==> config.mk <==
export PLATFORM = sky130hd
export DESIGN_NAME = spfmc_top
export DESIGN_NICKNAME = d
export VERILOG_FILES = /design/src/rtl/spfmc_pkg.sv /design/src/rtl/spfmc_top.sv
export VERILOG_INCLUDE_DIRS = /design/src /design/src/rtl
export SDC_FILE = /design/constraint.sdc
export NUM_CORES = 1
export LEC_CHECK = 0
export BUFFER_PORTS_ARGS = -buffer_cell sky130_fd_sc_hd__buf_2
export CORE_ASPECT_RATIO = 1.75
export CORE_MARGIN = 1
export CORE_UTILIZATION = 47
export CTS_CLUSTER_SIZE = 25
export DETAILED_ROUTE_END_ITERATION = 8
export PLACE_DENSITY = 0.66
export SYNTH_ARGS = -nofsm -noshare
export SYNTH_HDL_FRONTEND = slang
export SYNTH_SLANG_ARGS = --single-unit
==> constraint.sdc <==
create_clock -name ref_clk -period 11 [get_ports ref_clk]
set_input_delay 2.75 -clock ref_clk [delete_from_list [all_inputs] [get_ports ref_clk]]
set_output_delay 2.75 -clock ref_clk [all_outputs]
set_load 0.02 [all_outputs]
==> src/rtl/spfmc_consts.svh <==
// Constants for the setpoint, frequency and mode control block.
// Assumes a single 125 MHz reference clock and 32-bit APB data.
`ifndef SPFMC_CONSTS_SVH
`define SPFMC_CONSTS_SVH
`define SPF_CLK_MHZ 125
`define SPF_SS0_US 500
`define SPF_SS1_US 1000
`define SPF_SS2_US 2000
`define SPF_SS3_US 4000
`define SPF_SLEW0_NS 500
`define SPF_SLEW1_NS 1000
`define SPF_SLEW2_NS 5000
`define SPF_SLEW3_NS 10000
`define SPF_CEIL_CYC(ns) (((ns) * `SPF_CLK_MHZ + 999) / 1000)
`define SPF_FREQ0_KHZ 12'h5dc
`define SPF_FREQ1_KHZ 12'h8ca
`define SPF_FREQ2_KHZ 12'h9c4
`define SPF_FREQ3_KHZ 12'hbb8
`define SPF_BASE_LO_UV 22'h061a80
`define SPF_BASE_HI_UV 22'h0c3500
`define SPF_STEP0_UV 22'h0004e2
`define SPF_STEP1_UV 22'h0009c4
`define SPF_STEP2_UV 22'h001388
`define SPF_STEP3_UV 22'h002710
`define SPF_RANGE_TOP 2'h3
`define SPF_RANGE_RESET 2'h2
`define SPF_SSTIME_RESET 2'h1
`define SPF_SLEW_RESET 2'h0
`define SPF_OFF_CTRL1 12'h000
`define SPF_OFF_SETPT 12'h004
`define SPF_OFF_CTRL2 12'h008
`define SPF_OFF_STATUS 12'h00c
`define SPF_OFF_ADDR 12'h010
`define SPF_C1_SLEW_LO 2
`define SPF_C1_FPWM 4
`define SPF_C1_SPREAD 5
`define SPF_TRI_HALF 6'sh10
`define SPF_TRI_SHIFT 4
`define SPF_EDGE_SAT 2'h3
`define SPF_SYNC_EDGES 2'h2
`endif

==> src/rtl/spfmc_pkg.sv <==
// Types for the setpoint, frequency and mode control block.
// Assumes the constants header is compiled alongside.
package spfmc_pkg;
	// Strap digitizer sequence
	typedef enum logic [1:0] {
		ST_MSB = 2'b00,
		ST_LSB = 2'b01,
		ST_LOAD = 2'b10,
		ST_DONE = 2'b11
	} spfmc_strap_t;
endpackage

==> src/rtl/spfmc_top.sv <==
// Setpoint, switching frequency and mode control with APB registers.
// Assumes strap buffers, enable and mode pins are asynchronous inputs.
// Function
// [RQ1] Frequency strap selects one of four frequencies
// [RQ2] Upper bit sampled with both switches open
// [RQ3] Upper zero: close pullup, read lower bit
// [RQ4] Upper one: close pulldown, read lower bit
// [RQ5] Voltage strap uses the same sequence
// [RQ6] Range field picks step and base
// [RQ7] Range applies only after setpoint write
// [RQ8] Target equals base plus code times step
// [RQ9] No serial variant fixes the 5 mV range
// [RQ10] Strap state loads default setpoint code
// [RQ11] Strap state sets the bus address
// [RQ12] Writes deferred until soft start ends
// [RQ13] Ramp to captured code, then new one
// [RQ14] Writes while disabled apply at next enable
// [RQ15] Startup ramps to strap target first
// [RQ16] Dynamic scaling steps one code per tick
// [RQ17] Static mode level picks PWM or power save
// [RQ18] Valid sync clock forces PWM, aligns cycles
// [RQ19] Forced PWM is pin OR register bit
// [RQ20] Spread spectrum: triangle, ten percent deviation
// [RQ21] Spread needs enable bit and no sync
// [RQ22] Spreading primary uses internal clock only
// [RQ23] Spread enable forces PWM operation
// [RQ24] Enable pin held low during initialization
// [RQ25] Strap bits form codes 00 to 11
//
// Chosen here: register access over APB and the register offsets.
`timescale 1ns/1ps
`include "spfmc_consts.svh"
module spfmc_top import spfmc_pkg::*; #(
	parameter bit HAS_SERIAL = 1'b1,
	parameter int SETTLE_CYCLES = 16,
	parameter int SS0_CYCLES = `SPF_SS0_US * `SPF_CLK_MHZ,
	parameter int SS1_CYCLES = `SPF_SS1_US * `SPF_CLK_MHZ,
	parameter int SS2_CYCLES = `SPF_SS2_US * `SPF_CLK_MHZ,
	parameter int SS3_CYCLES = `SPF_SS3_US * `SPF_CLK_MHZ,
	parameter int SPREAD_STEP_CYCLES = 64,
	parameter int SYNC_WINDOW = 255,
	parameter logic [6:0] BUS_ADDR_BASE = 7'h40, // Arbitrary value
	parameter logic [7:0] DEF_SET_GND = 8'h46,
	parameter logic [7:0] DEF_SET_RGND = 8'h5a,
	parameter logic [7:0] DEF_SET_RVIN = 8'h78,
	parameter logic [7:0] DEF_SET_VIN = 8'h5f
) (
	input wire logic ref_clk,
	input wire logic sys_rst,
	input wire logic [11:0] paddr,
	input wire logic psel,
	input wire logic penable,
	input wire logic pwrite,
	input wire logic [31:0] pwdata,
	output logic [31:0] prdata,
	output logic pready,
	output logic pslverr,
	input wire logic freqStrapPin,
	output logic freqPullupSwitch,
	output logic freqPulldownSwitch,
	input wire logic voltStrapPin,
	output logic voltPullupSwitch,
	output logic voltPulldownSwitch,
	input wire logic enPinIn,
	output logic enPinOut,
	output logic enPinOe,
	input wire logic modeClockPin,
	output logic converterEnable,
	output logic softStartActive,
	output logic [7:0] targetCode,
	output logic [21:0] targetUv,
	output logic [11:0] switchFreqKhz,
	output logic pwmForced,
	output logic powerSave,
	output logic spreadActive,
	output logic syncPulse,
	output logic [6:0] busTargetAddr
);
	localparam logic [10:0] SLEW_CYC0 = 11'(`SPF_CEIL_CYC(`SPF_SLEW0_NS));
	localparam logic [10:0] SLEW_CYC1 = 11'(`SPF_CEIL_CYC(`SPF_SLEW1_NS));
	localparam logic [10:0] SLEW_CYC2 = 11'(`SPF_CEIL_CYC(`SPF_SLEW2_NS));
	localparam logic [10:0] SLEW_CYC3 = 11'(`SPF_CEIL_CYC(`SPF_SLEW3_NS));

	// Nominal frequency per strap code
	function automatic logic [11:0] freqOf(input logic [1:0] code);
		case (code)
			2'h0: freqOf = `SPF_FREQ0_KHZ;
			2'h1: freqOf = `SPF_FREQ1_KHZ;
			2'h2: freqOf = `SPF_FREQ2_KHZ;
			default: freqOf = `SPF_FREQ3_KHZ;
		endcase
	endfunction

	// Default setpoint per voltage strap code
	function automatic logic [7:0] defaultSet(input logic [1:0] code);
		case (code)
			2'h0: defaultSet = DEF_SET_GND;
			2'h1: defaultSet = DEF_SET_RGND;
			2'h2: defaultSet = DEF_SET_RVIN;
			default: defaultSet = DEF_SET_VIN;
		endcase
	endfunction

	// Soft-start length in cycles
	function automatic logic [19:0] ssCycles(input logic [1:0] sel);
		case (sel)
			2'h0: ssCycles = 20'(SS0_CYCLES);
			2'h1: ssCycles = 20'(SS1_CYCLES);
			2'h2: ssCycles = 20'(SS2_CYCLES);
			default: ssCycles = 20'(SS3_CYCLES);
		endcase
	endfunction

	// Cycles per setpoint step
	function automatic logic [10:0] slewCycles(input logic [1:0] sel);
		case (sel)
			2'h0: slewCycles = SLEW_CYC0;
			2'h1: slewCycles = SLEW_CYC1;
			2'h2: slewCycles = SLEW_CYC2;
			default: slewCycles = SLEW_CYC3;
		endcase
	endfunction

	// Target in microvolts for a range and code
	function automatic logic [21:0] calcUv(input logic [1:0] rng, input logic [7:0] code);
		logic [21:0] step;
		logic [21:0] base;
		step = `SPF_STEP3_UV;
		base = (rng == `SPF_RANGE_TOP) ? `SPF_BASE_HI_UV : `SPF_BASE_LO_UV;
		case (rng)
			2'h0: step = `SPF_STEP0_UV;
			2'h1: step = `SPF_STEP1_UV;
			2'h2: step = `SPF_STEP2_UV;
			default: step = `SPF_STEP3_UV;
		endcase
		calcUv = 22'(base + 22'(code) * step);
	endfunction

	// Spread frequency: nominal plus tenth times idx over half span
	function automatic logic [11:0] spreadKhz(input logic [11:0] nom, input logic signed [5:0] idx);
		logic signed [15:0] dev;
		logic signed [31:0] prod;
		dev = signed'({4'h0, 12'(nom / 12'h00a)});
		prod = 32'(dev * signed'({{10{idx[5]}}, idx}));
		spreadKhz = 12'(signed'({4'h0, nom}) + 16'(prod >>> `SPF_TRI_SHIFT));
	endfunction

	logic [3:0] pinS1; // First stage, read only by second stage
	logic [3:0] pinS2;
	logic [3:0] pinS3;
	logic [3:0] pinStable; // Filtered pin levels: freq, volt, en, mode
	spfmc_strap_t state;
	logic [7:0] settleCnt;
	logic freqMsb;
	logic voltMsb;
	logic [1:0] freqCode;
	logic [1:0] voltCode;
	logic initDone;
	logic [1:0] rangeReg; // Written range, not yet in use
	logic [1:0] slewReg;
	logic [1:0] ssTimeReg;
	logic fpwmReg; // Forced PWM bit
	logic spreadReg; // Spread enable bit
	logic [7:0] setpointReg;
	logic setPending; // Setpoint written, not yet applied
	logic rangeArm; // A real setpoint write arrived since the last apply
	logic apbWrite;
	logic setWrite;
	logic applySet;
	logic enPrev;
	logic enabled;
	logic enRise;
	logic dvsPhase;
	logic [7:0] captureCode;
	logic [7:0] appliedSet;
	logic [1:0] appliedRange;
	logic [1:0] appliedSlew;
	logic ssActive;
	logic [19:0] ssCnt;
	logic [7:0] ssTarget;
	logic [10:0] slewCnt;
	logic slewTick;
	logic modeLevel;
	logic modePrev;
	logic modeRise;
	logic [7:0] winCnt;
	logic [1:0] edgeCnt;
	logic syncPresent;
	logic [7:0] triCnt;
	logic signed [5:0] triIdx;
	logic triUp;

	// Three-stage synchronizers; a level counts once stages two and three agree
	always_ff @(posedge ref_clk) begin
		if (sys_rst) begin
			pinS1 <= 4'h0;
			pinS2 <= 4'h0;
			pinS3 <= 4'h0;
			pinStable <= 4'h0;
		end else begin
			pinS1 <= {modeClockPin, enPinIn, voltStrapPin, freqStrapPin};
			pinS2 <= pinS1;
			pinS3 <= pinS2;
			pinStable <= (pinS2 & pinS3) | (pinStable & (pinS2 ^ pinS3));
		end
	end

	// Strap digitizer: both pins decoded in parallel, same steps
	always_ff @(posedge ref_clk) begin
		if (sys_rst) begin
			state <= ST_MSB;
			settleCnt <= 8'h00;
			freqMsb <= 1'b0;
			voltMsb <= 1'b0;
			freqCode <= 2'h0;
			voltCode <= 2'h0;
		end else begin
			case (state)
				ST_MSB: begin
					// Switches open; settle covers the synchronizer delay
					if (settleCnt == 8'(SETTLE_CYCLES - 1)) begin
						freqMsb <= pinStable[0]; // [RQ2]
						voltMsb <= pinStable[1]; // [RQ5]
						settleCnt <= 8'h00;
						state <= ST_LSB;
					end else begin
						settleCnt <= settleCnt + 8'h01;
					end
				end
				ST_LSB: begin
					// Either switch: the buffer level is the lower bit
					if (settleCnt == 8'(SETTLE_CYCLES - 1)) begin
						freqCode <= {freqMsb, pinStable[0]}; // [RQ3] [RQ4] [RQ25]
						voltCode <= {voltMsb, pinStable[1]}; // [RQ5] [RQ25]
						settleCnt <= 8'h00;
						state <= ST_LOAD;
					end else begin
						settleCnt <= settleCnt + 8'h01;
					end
				end
				ST_LOAD: state <= ST_DONE;
				default: state <= ST_DONE;
			endcase
		end
	end

	assign initDone = (state == ST_DONE);
	// Switch drive follows the upper bit during the lower-bit step
	assign freqPullupSwitch = (state == ST_LSB) && !freqMsb; // [RQ3]
	assign freqPulldownSwitch = (state == ST_LSB) && freqMsb; // [RQ4]
	assign voltPullupSwitch = (state == ST_LSB) && !voltMsb; // [RQ5]
	assign voltPulldownSwitch = (state == ST_LSB) && voltMsb; // [RQ5]
	// Enable pulled low until straps and defaults are in
	assign enPinOut = 1'b0;
	assign enPinOe = !initDone; // [RQ24]

	// Bus address from voltage strap, caught once at load
	always_ff @(posedge ref_clk) begin
		if (sys_rst) begin
			busTargetAddr <= 7'h00;
		end else if (state == ST_LOAD) begin
			busTargetAddr <= BUS_ADDR_BASE | {5'h00, voltCode}; // [RQ11]
		end
	end

	// Bus ignores writes until initialization completes
	assign apbWrite = psel && penable && pwrite && initDone;
	assign setWrite = apbWrite && (paddr == `SPF_OFF_SETPT);
	assign pready = 1'b1;

	// Software registers
	always_ff @(posedge ref_clk) begin
		if (sys_rst) begin
			rangeReg <= `SPF_RANGE_RESET; // [RQ6]
			slewReg <= `SPF_SLEW_RESET;
			ssTimeReg <= `SPF_SSTIME_RESET;
			fpwmReg <= 1'b0;
			spreadReg <= 1'b0;
			setpointReg <= 8'h00;
		end else if (state == ST_LOAD) begin
			setpointReg <= defaultSet(voltCode); // [RQ10]
		end else if (apbWrite) begin
			if (paddr == `SPF_OFF_CTRL1) begin
				// Range is fixed when there is no serial interface
				if (HAS_SERIAL) begin
					rangeReg <= pwdata[1:0]; // [RQ9]
				end
				slewReg <= pwdata[`SPF_C1_SLEW_LO +: 2];
				fpwmReg <= pwdata[`SPF_C1_FPWM];
				spreadReg <= pwdata[`SPF_C1_SPREAD];
			end else if (paddr == `SPF_OFF_SETPT) begin
				setpointReg <= pwdata[7:0];
			end else if (paddr == `SPF_OFF_CTRL2) begin
				ssTimeReg <= pwdata[1:0];
			end
		end
	end

	// Read data and error latched in the setup phase
	always_ff @(posedge ref_clk) begin
		if (sys_rst) begin
			prdata <= 32'h0;
			pslverr <= 1'b0;
		end else if (psel && !penable) begin
			pslverr <= 1'b0;
			if (paddr == `SPF_OFF_CTRL1) begin
				prdata <= {26'h0, spreadReg, fpwmReg, slewReg, rangeReg};
			end else if (paddr == `SPF_OFF_SETPT) begin
				prdata <= {24'h0, setpointReg};
			end else if (paddr == `SPF_OFF_CTRL2) begin
				prdata <= {30'h0, ssTimeReg};
			end else if (paddr == `SPF_OFF_STATUS) begin
				prdata <= {16'h0, targetCode, spreadActive, pwmForced, ssActive, initDone,
					voltCode, freqCode};
			end else if (paddr == `SPF_OFF_ADDR) begin
				prdata <= {25'h0, busTargetAddr};
			end else begin
				// Unmapped address answers zero with an error
				prdata <= 32'h0;
				pslverr <= 1'b1;
			end
		end
	end

	assign enabled = initDone && pinStable[2];
	assign enRise = enabled && !enPrev;
	assign dvsPhase = enabled && !ssActive;
	// Pending setpoint is used whenever one waits
	assign captureCode = setPending ? setpointReg : appliedSet;
	// Applied at enable, or while running outside soft start
	assign applySet = setPending && (enRise || dvsPhase); // [RQ12] [RQ14]

	// Enable edge tracking
	always_ff @(posedge ref_clk) begin
		if (sys_rst) begin
			enPrev <= 1'b0;
		end else begin
			enPrev <= enabled;
		end
	end

	// Pending flag: a new write wins over the clear
	always_ff @(posedge ref_clk) begin
		if (sys_rst) begin
			setPending <= 1'b0;
		end else if (setWrite || (state == ST_LOAD)) begin
			setPending <= 1'b1; // [RQ7]
		end else if (applySet) begin
			setPending <= 1'b0;
		end
	end

	// Range gate: the strap load is pending too, but must not carry a range along
	always_ff @(posedge ref_clk) begin
		if (sys_rst) begin
			rangeArm <= 1'b0;
		end else if (setWrite) begin
			rangeArm <= 1'b1; // [RQ7]
		end else if (applySet) begin
			rangeArm <= 1'b0;
		end
	end

	// Values the converter actually uses
	always_ff @(posedge ref_clk) begin
		if (sys_rst) begin
			appliedSet <= 8'h00;
			appliedRange <= `SPF_RANGE_RESET;
			appliedSlew <= `SPF_SLEW_RESET;
		end else begin
			if (applySet) begin
				appliedSet <= setpointReg;
			end
			// Range moves only after a real setpoint write
			if (applySet && rangeArm) begin
				appliedRange <= HAS_SERIAL ? rangeReg : `SPF_RANGE_RESET; // [RQ7] [RQ9]
			end
			if (enRise || dvsPhase) begin
				appliedSlew <= slewReg; // [RQ14]
			end
		end
	end

	// Soft-start timer; target frozen at its start
	always_ff @(posedge ref_clk) begin
		if (sys_rst) begin
			ssActive <= 1'b0;
			ssCnt <= 20'h0;
			ssTarget <= 8'h00;
		end else if (!enabled) begin
			ssActive <= 1'b0;
		end else if (enRise) begin
			ssActive <= 1'b1;
			ssCnt <= ssCycles(ssTimeReg); // [RQ14]
			ssTarget <= captureCode; // [RQ13] [RQ15]
		end else if (ssActive) begin
			if (ssCnt <= 20'h1) begin
				ssActive <= 1'b0;
			end
			ssCnt <= ssCnt - 20'h1;
		end
	end

	// Step timer for dynamic scaling
	always_ff @(posedge ref_clk) begin
		if (sys_rst) begin
			slewCnt <= 11'h0;
			slewTick <= 1'b0;
		end else if (!dvsPhase) begin
			slewCnt <= 11'h0;
			slewTick <= 1'b0;
		end else if (slewCnt >= slewCycles(appliedSlew) - 11'h1) begin
			slewCnt <= 11'h0;
			slewTick <= 1'b1;
		end else begin
			slewCnt <= slewCnt + 11'h1;
			slewTick <= 1'b0;
		end
	end

	// Target code: soft-start value, then one step per tick
	always_ff @(posedge ref_clk) begin
		if (sys_rst) begin
			targetCode <= 8'h00;
		end else if (!enabled) begin
			targetCode <= 8'h00;
		end else if (enRise) begin
			targetCode <= captureCode; // [RQ15]
		end else if (ssActive) begin
			targetCode <= ssTarget; // [RQ13]
		end else if (slewTick && (targetCode < appliedSet)) begin
			targetCode <= targetCode + 8'h01; // [RQ16]
		end else if (slewTick && (targetCode > appliedSet)) begin
			targetCode <= targetCode - 8'h01; // [RQ16]
		end
	end

	// Voltage from range and code, registered
	always_ff @(posedge ref_clk) begin
		if (sys_rst) begin
			targetUv <= 22'h0;
		end else begin
			targetUv <= calcUv(appliedRange, targetCode); // [RQ6] [RQ8]
		end
	end

	assign converterEnable = enabled;
	assign softStartActive = ssActive;
	assign modeLevel = pinStable[3];
	assign modeRise = modeLevel && !modePrev;
	assign syncPresent = (edgeCnt >= `SPF_SYNC_EDGES);

	// Sync clock detect: enough edges inside a sliding window
	always_ff @(posedge ref_clk) begin
		if (sys_rst) begin
			modePrev <= 1'b0;
			winCnt <= 8'h00;
			edgeCnt <= 2'h0;
		end else begin
			modePrev <= modeLevel;
			if (modeRise) begin
				winCnt <= 8'h00;
				if (edgeCnt != `SPF_EDGE_SAT) begin
					edgeCnt <= edgeCnt + 2'h1;
				end
			end else if (winCnt == 8'(SYNC_WINDOW - 1)) begin
				// Static level: edges stop, sync is dropped
				winCnt <= 8'h00;
				edgeCnt <= 2'h0;
			end else begin
				winCnt <= winCnt + 8'h01;
			end
		end
	end

	// Operating mode selection
	always_ff @(posedge ref_clk) begin
		if (sys_rst) begin
			pwmForced <= 1'b0;
			powerSave <= 1'b1;
			spreadActive <= 1'b0;
			syncPulse <= 1'b0;
		end else begin
			pwmForced <= modeLevel || fpwmReg || syncPresent || spreadReg; // [RQ19] [RQ23]
			powerSave <= !(modeLevel || fpwmReg || syncPresent || spreadReg); // [RQ17]
			// External clock wins; the spreading part runs on its own oscillator
			spreadActive <= spreadReg && !syncPresent; // [RQ21] [RQ22]
			syncPulse <= modeRise && syncPresent; // [RQ18]
		end
	end

	// Triangle sweep across plus and minus half span
	always_ff @(posedge ref_clk) begin
		if (sys_rst) begin
			triCnt <= 8'h00;
			triIdx <= 6'sh00;
			triUp <= 1'b1;
		end else if (!spreadActive) begin
			triCnt <= 8'h00;
			triIdx <= 6'sh00;
			triUp <= 1'b1;
		end else if (triCnt == 8'(SPREAD_STEP_CYCLES - 1)) begin
			triCnt <= 8'h00;
			if (triUp) begin
				triIdx <= triIdx + 6'sh01; // [RQ20]
				triUp <= (triIdx < (`SPF_TRI_HALF - 6'sh01));
			end else begin
				triIdx <= triIdx - 6'sh01; // [RQ20]
				triUp <= (triIdx <= (6'sh01 - `SPF_TRI_HALF));
			end
		end else begin
			triCnt <= triCnt + 8'h01;
		end
	end

	// Switching frequency, modulated while spreading
	always_ff @(posedge ref_clk) begin
		if (sys_rst) begin
			switchFreqKhz <= `SPF_FREQ0_KHZ;
		end else if (spreadActive) begin
			switchFreqKhz <= spreadKhz(freqOf(freqCode), triIdx); // [RQ20]
		end else begin
			switchFreqKhz <= freqOf(freqCode); // [RQ1]
		end
	end
endmodule

==> metrics list <==
- #FFs+latches synth: between 150 and 200
- Source of the worst register-to-register timing path: freqCode[1]
* Number of enable-type register cells in the synthesized netlist: 0
- For this run, the number of standard cells in the final layout without fillers is roughly 2200.
- Vias per cell: between 5 and 6
- Measured along the y axis, the die boundary spans approximately 240 µm.
* Final sum of negative setup slack: 0 ns
* Die area: about 0.033 mm²
* Count of TritonRoute iterations in the first routing pass: 5
- TritonCTS clock tree: done
- For this design the ratio of total power to cell area is 85.8 mW/mm².
- Post-Syn Instances: ~1800
- Entering global routing, the biggest net connects 79 pins.
- Placer Congestion: approximately 0.96
- Initial Util: ~48%
* Type of destination of the critical path: register
- Of the synthesized area, sequential elements account for around a quarter.
- Horizontal extent of the die: between 100 and 150 µm
- At the later pin of the worst-skew pair, clock insertion delay measures about 0.45 ns.
- The routed layout has ~12000 vias.
- CTS buffer count: 17
- The region available for standard cell placement spans 0.0314 mm².
* Half-perimeter wire length after detailed placement: between 20 and 30 mm
* Setup repair after global routing missed its margin: no
* Standby leakage power: ~7.6 nW
- The final count of pins violating max slew is 0.
- For this run, the leading register cell type out of synthesis is dfxtp_1.
* Slowest Stage Delay on Critical Path: between 0.6 and 0.7 ns
* Bufs on Longest Clock Path: 2
- # rows: 86
* Area Overhead vs Synth: 8.68%
- In the final layout, the share of cells above drive strength 1 is under 10%.
- Highest fanout seen on the critical path: 12
- GR Overflow Total: 0
- # H-tree levels: 4
- The first global-routing pass estimated 60.4 mm of wire.
- Clock skew on the completed layout was measured at 0.0133 ns.
* Area share of the largest cell type after synthesis: a little over a quarter
- Post-synthesis cell type with the largest combined area: dfxtp_1
* Final hold violations: 0
* Worst path slowest cell: dfxtp_1
* Buffers on Ports: 100
- Number of distinct library cells after synthesis: between 70 and 80
- Hold Worst Slack: between 0.4 and 0.5 ns
* Arr. time, crit path: about 9.1 ns
- Across the run, the number of max-cap violations was 0.
* Antenna violations before repair: 3
* Async set-or-reset flop fraction in the synthesized netlist: 0%
- The worst setup path is of the reg -> reg kind.
- Post-CTS timing repair inserted 0 buffers for setup.
* Average detailed-routed wire length per instance: about 17 µm
* Top cell by count, worst path: fa_1
- Clock-pin slew was measured on the worst setup and hold paths at ~0.070 ns.
- The detailed router finished its first iteration with between 500 and 600 violations.
- The number of placed instances, taps included, is around 2200.
- GRT Total Usage: around a quarter
- Among cell families on the critical path, the largest total delay comes from adder cells.
- Peak Freq: 114 MHz
- Peak VDD IR: 0.124 mV
- Number of global-route vias before repair: around 12000
* Yosys warns: 0
- Startpoint of the most critical hold path: pinS1[1]
- Main area contributors after synthesis: dfxtp_1, fa_1, ha_1
- Boundary pin count: 148
- Summed instance area of the synthesized netlist: around 0.015 mm²
- The run finished with clean final reports.
* Clock sink count: ~200
- Clock root cell: clkbuf_16
- Total length of routed wires: around 38 mm
* Worst setup SP type: register
* Worst setup path startpoint: freqCode[1]
* Post-synthesis average cell area: about 8.5 µm²
* Path class of the lowest-slack min-delay path: reg -> reg
- The worst path needs 8.78 ns of the cycle, external delays included.
- CTS-repair resized insts: 0
* Worst path buffer plus inverter count: 5
* Max-slew headroom at the worst pin: approximately 12%
* Slew at the pin with the worst max-slew slack: between 1 and 1.5 ns
- Number of design rule violations left after detail routing: 0
- Hold-fix buffers at CTS: 0
- Fillcell total: around 3000
- In the finished design, the share of the clock period the worst path needs comes to about 80%.
* Post-detailed-route count of antenna-violating nets: 0
- Required time at the worst-slack endpoint: approximately 11 ns
- After the last flow step, the layout net total stands at between 2000 and 2500.
- Setup violations remaining at the end of the flow were counted as 0.
-- cells by family after synthesis --
kind of cell    Yosys count  share of synthesized area, %
simple gates            637                          20.2
flops                   195                          26.0
compound gates          308                          13.2
mux                      38                          2.57
other cells               2                        0.0501
xor+xnor                 61                          3.56
buf+inv                 264                          7.22
fa+ha+maj               262                          27.2
-- worst reg2reg max path, stage by stage, from the launching register on --
cell and delay (ns):
dfxtp_1 0.61, inv_1 0.21, ha_1 0.41, inv_2 0.22
ha_1 0.33, or4b_1 0.46, a22o_1 0.21, or4b_1 0.48
o32ai_2 0.28, a21oi_2 0.12, nand2_1 0.12, fa_1 0.46
fa_1 0.55, inv_1 0.06, fa_1 0.52, fa_1 0.56
inv_1 0.07, fa_1 0.55, inv_1 0.05, ha_1 0.22
fa_1 0.42, a211oi_1 0.36, o21bai_1 0.12, a21oi_1 0.22
o2111ai_1 0.43, a21oi_1 0.34, mux2i_1 0.21, o31ai_1 0.09
-- sequential cells by signal, indices dropped and copies added, names as in the netlist, 3 cells and up --
signal	cells
targetUv	21
ssCnt	20
prdata	16
switchFreqKhz	12
slewCnt	11
appliedSet	8
setpointReg	8
settleCnt	8
ssTarget	8
targetCode	8
triCnt	8
winCnt	8
triIdx	6
pinS1	4
pinS2	4
pinS3	4
pinStable	4
busTargetAddr	3
-- cells in the final DEF (no fill, tap or decap), drive strengths merged, types with 6 or more instances in the layout --
cell    synthesis  final
dfxtp         195    195
nor2          190    190
inv           173    176
nand2         170    170
ha            156    156
buf            38    107
fa            106    106
a21oi          99     99
o21ai          60     60
nor3           50     50
nor2b          47     47
xnor2          39     39
and2           38     38
nand3          37     37
mux2i          34     34
nand2b         29     29
conb            2     23
xor2           22     22
clkbuf         50     21
a21o           19     19
a22oi          18     18
nor4           15     15
or3            14     14
o21a           12     12
o211ai         11     11
o31ai          11     11
a31oi          11     11
o211a           9      9
and3            8      8
nand4           8      8
a21boi          8      8
clkinv          3      8
a211oi          7      7
nor3b           6      6
o22ai           6      6
-- final cells by class --
class / count / area (µm²) / area share, %
tap: 396 / 495 / 3.04
sequential: 195 / 3900 / 23.9
multi-input combinational: 1329 / 10100 / 62.0
inverter: 176 / 661 / 4.05
antenna: 1 / 2.50 / 0.0153
clock inverter: 11 / 126 / 0.775
clock buffer: 21 / 460 / 2.82
timing repair buffer: 107 / 556 / 3.41
-- through the flow --
step / setup WS (ns) / instance area [µm²] / power (mW) / utilization (%)
6_report: 2.22 / 16300 / 1.40 / 51.9
5_1_grt: 1.75 / 16300 / 1.45 / 51.9
4_1_cts: 2.28 / 16300 / 1.41 / 51.9
3_5_place_dp: 2.32 / 15700 / 0.776 / 50.0
3_3_place_gp: 2.45 / 15700 / 0.776 / 50.0
2_1_floorplan: 3.45 / 15100 / 0.767 / -
-- synth_stat cells (all sizes together) (4+ instances only) --
cell,instances
nor3,50
buf,38
a22oi,18
a31oi,11
o22ai,6
o31ai,11
nand3,37
a221oi,4
nor2,190
o21bai,5
nor3b,6
nand2b,29
a211o,4
clkbuf,50
inv,173
or4,5
nand4,8
o21ai,60
mux2i,34
xor2,22
mux2,4
and3,8
nand3b,4
dfxtp,195
or2,5
nor2b,47
o211ai,11
a21oi,99
a21boi,8
or3,14
a211oi,7
and2,38
a21o,19
fa,106
o21a,12
nand2,170
ha,156
xnor2,39
o211a,9
nor4,15
-- per-layer routing --
layer  routed length [µm]  vias up  global-route usage, %
met5                   41        -                      0
met4                 1640        6                   11.8
met3                 1440       88                   3.61
met2                20300      315                   45.5
met1                14100     5975                   24.8
li1                     -     6016                      -
-- where the power goes --
| part | internal, mW | leakage [nW] | total, mW | switching, mW |
|---|---|---|---|---|
| Sequential | 0.711 | 1.58 | 0.715 | 0.00350 |
| Combinational | 0.0125 | 5.78 | 0.0453 | 0.0328 |
| Clock | 0.349 | 0.288 | 0.639 | 0.290 |
-- worst paths after layout --
| path | end | slack, ns | depth (start not counted) |
|---|---|---|---|
| hold reg to reg | pinS2[1] | 0.44 | 1 |
| hold / removal | pinS2[1] | 0.44 | 1 |
| setup / recovery | switchFreqKhz[9] | 2.22 | 27 |
| setup reg to reg | switchFreqKhz[9] | 2.22 | 27 |
(Power assumes the default switching activity.)
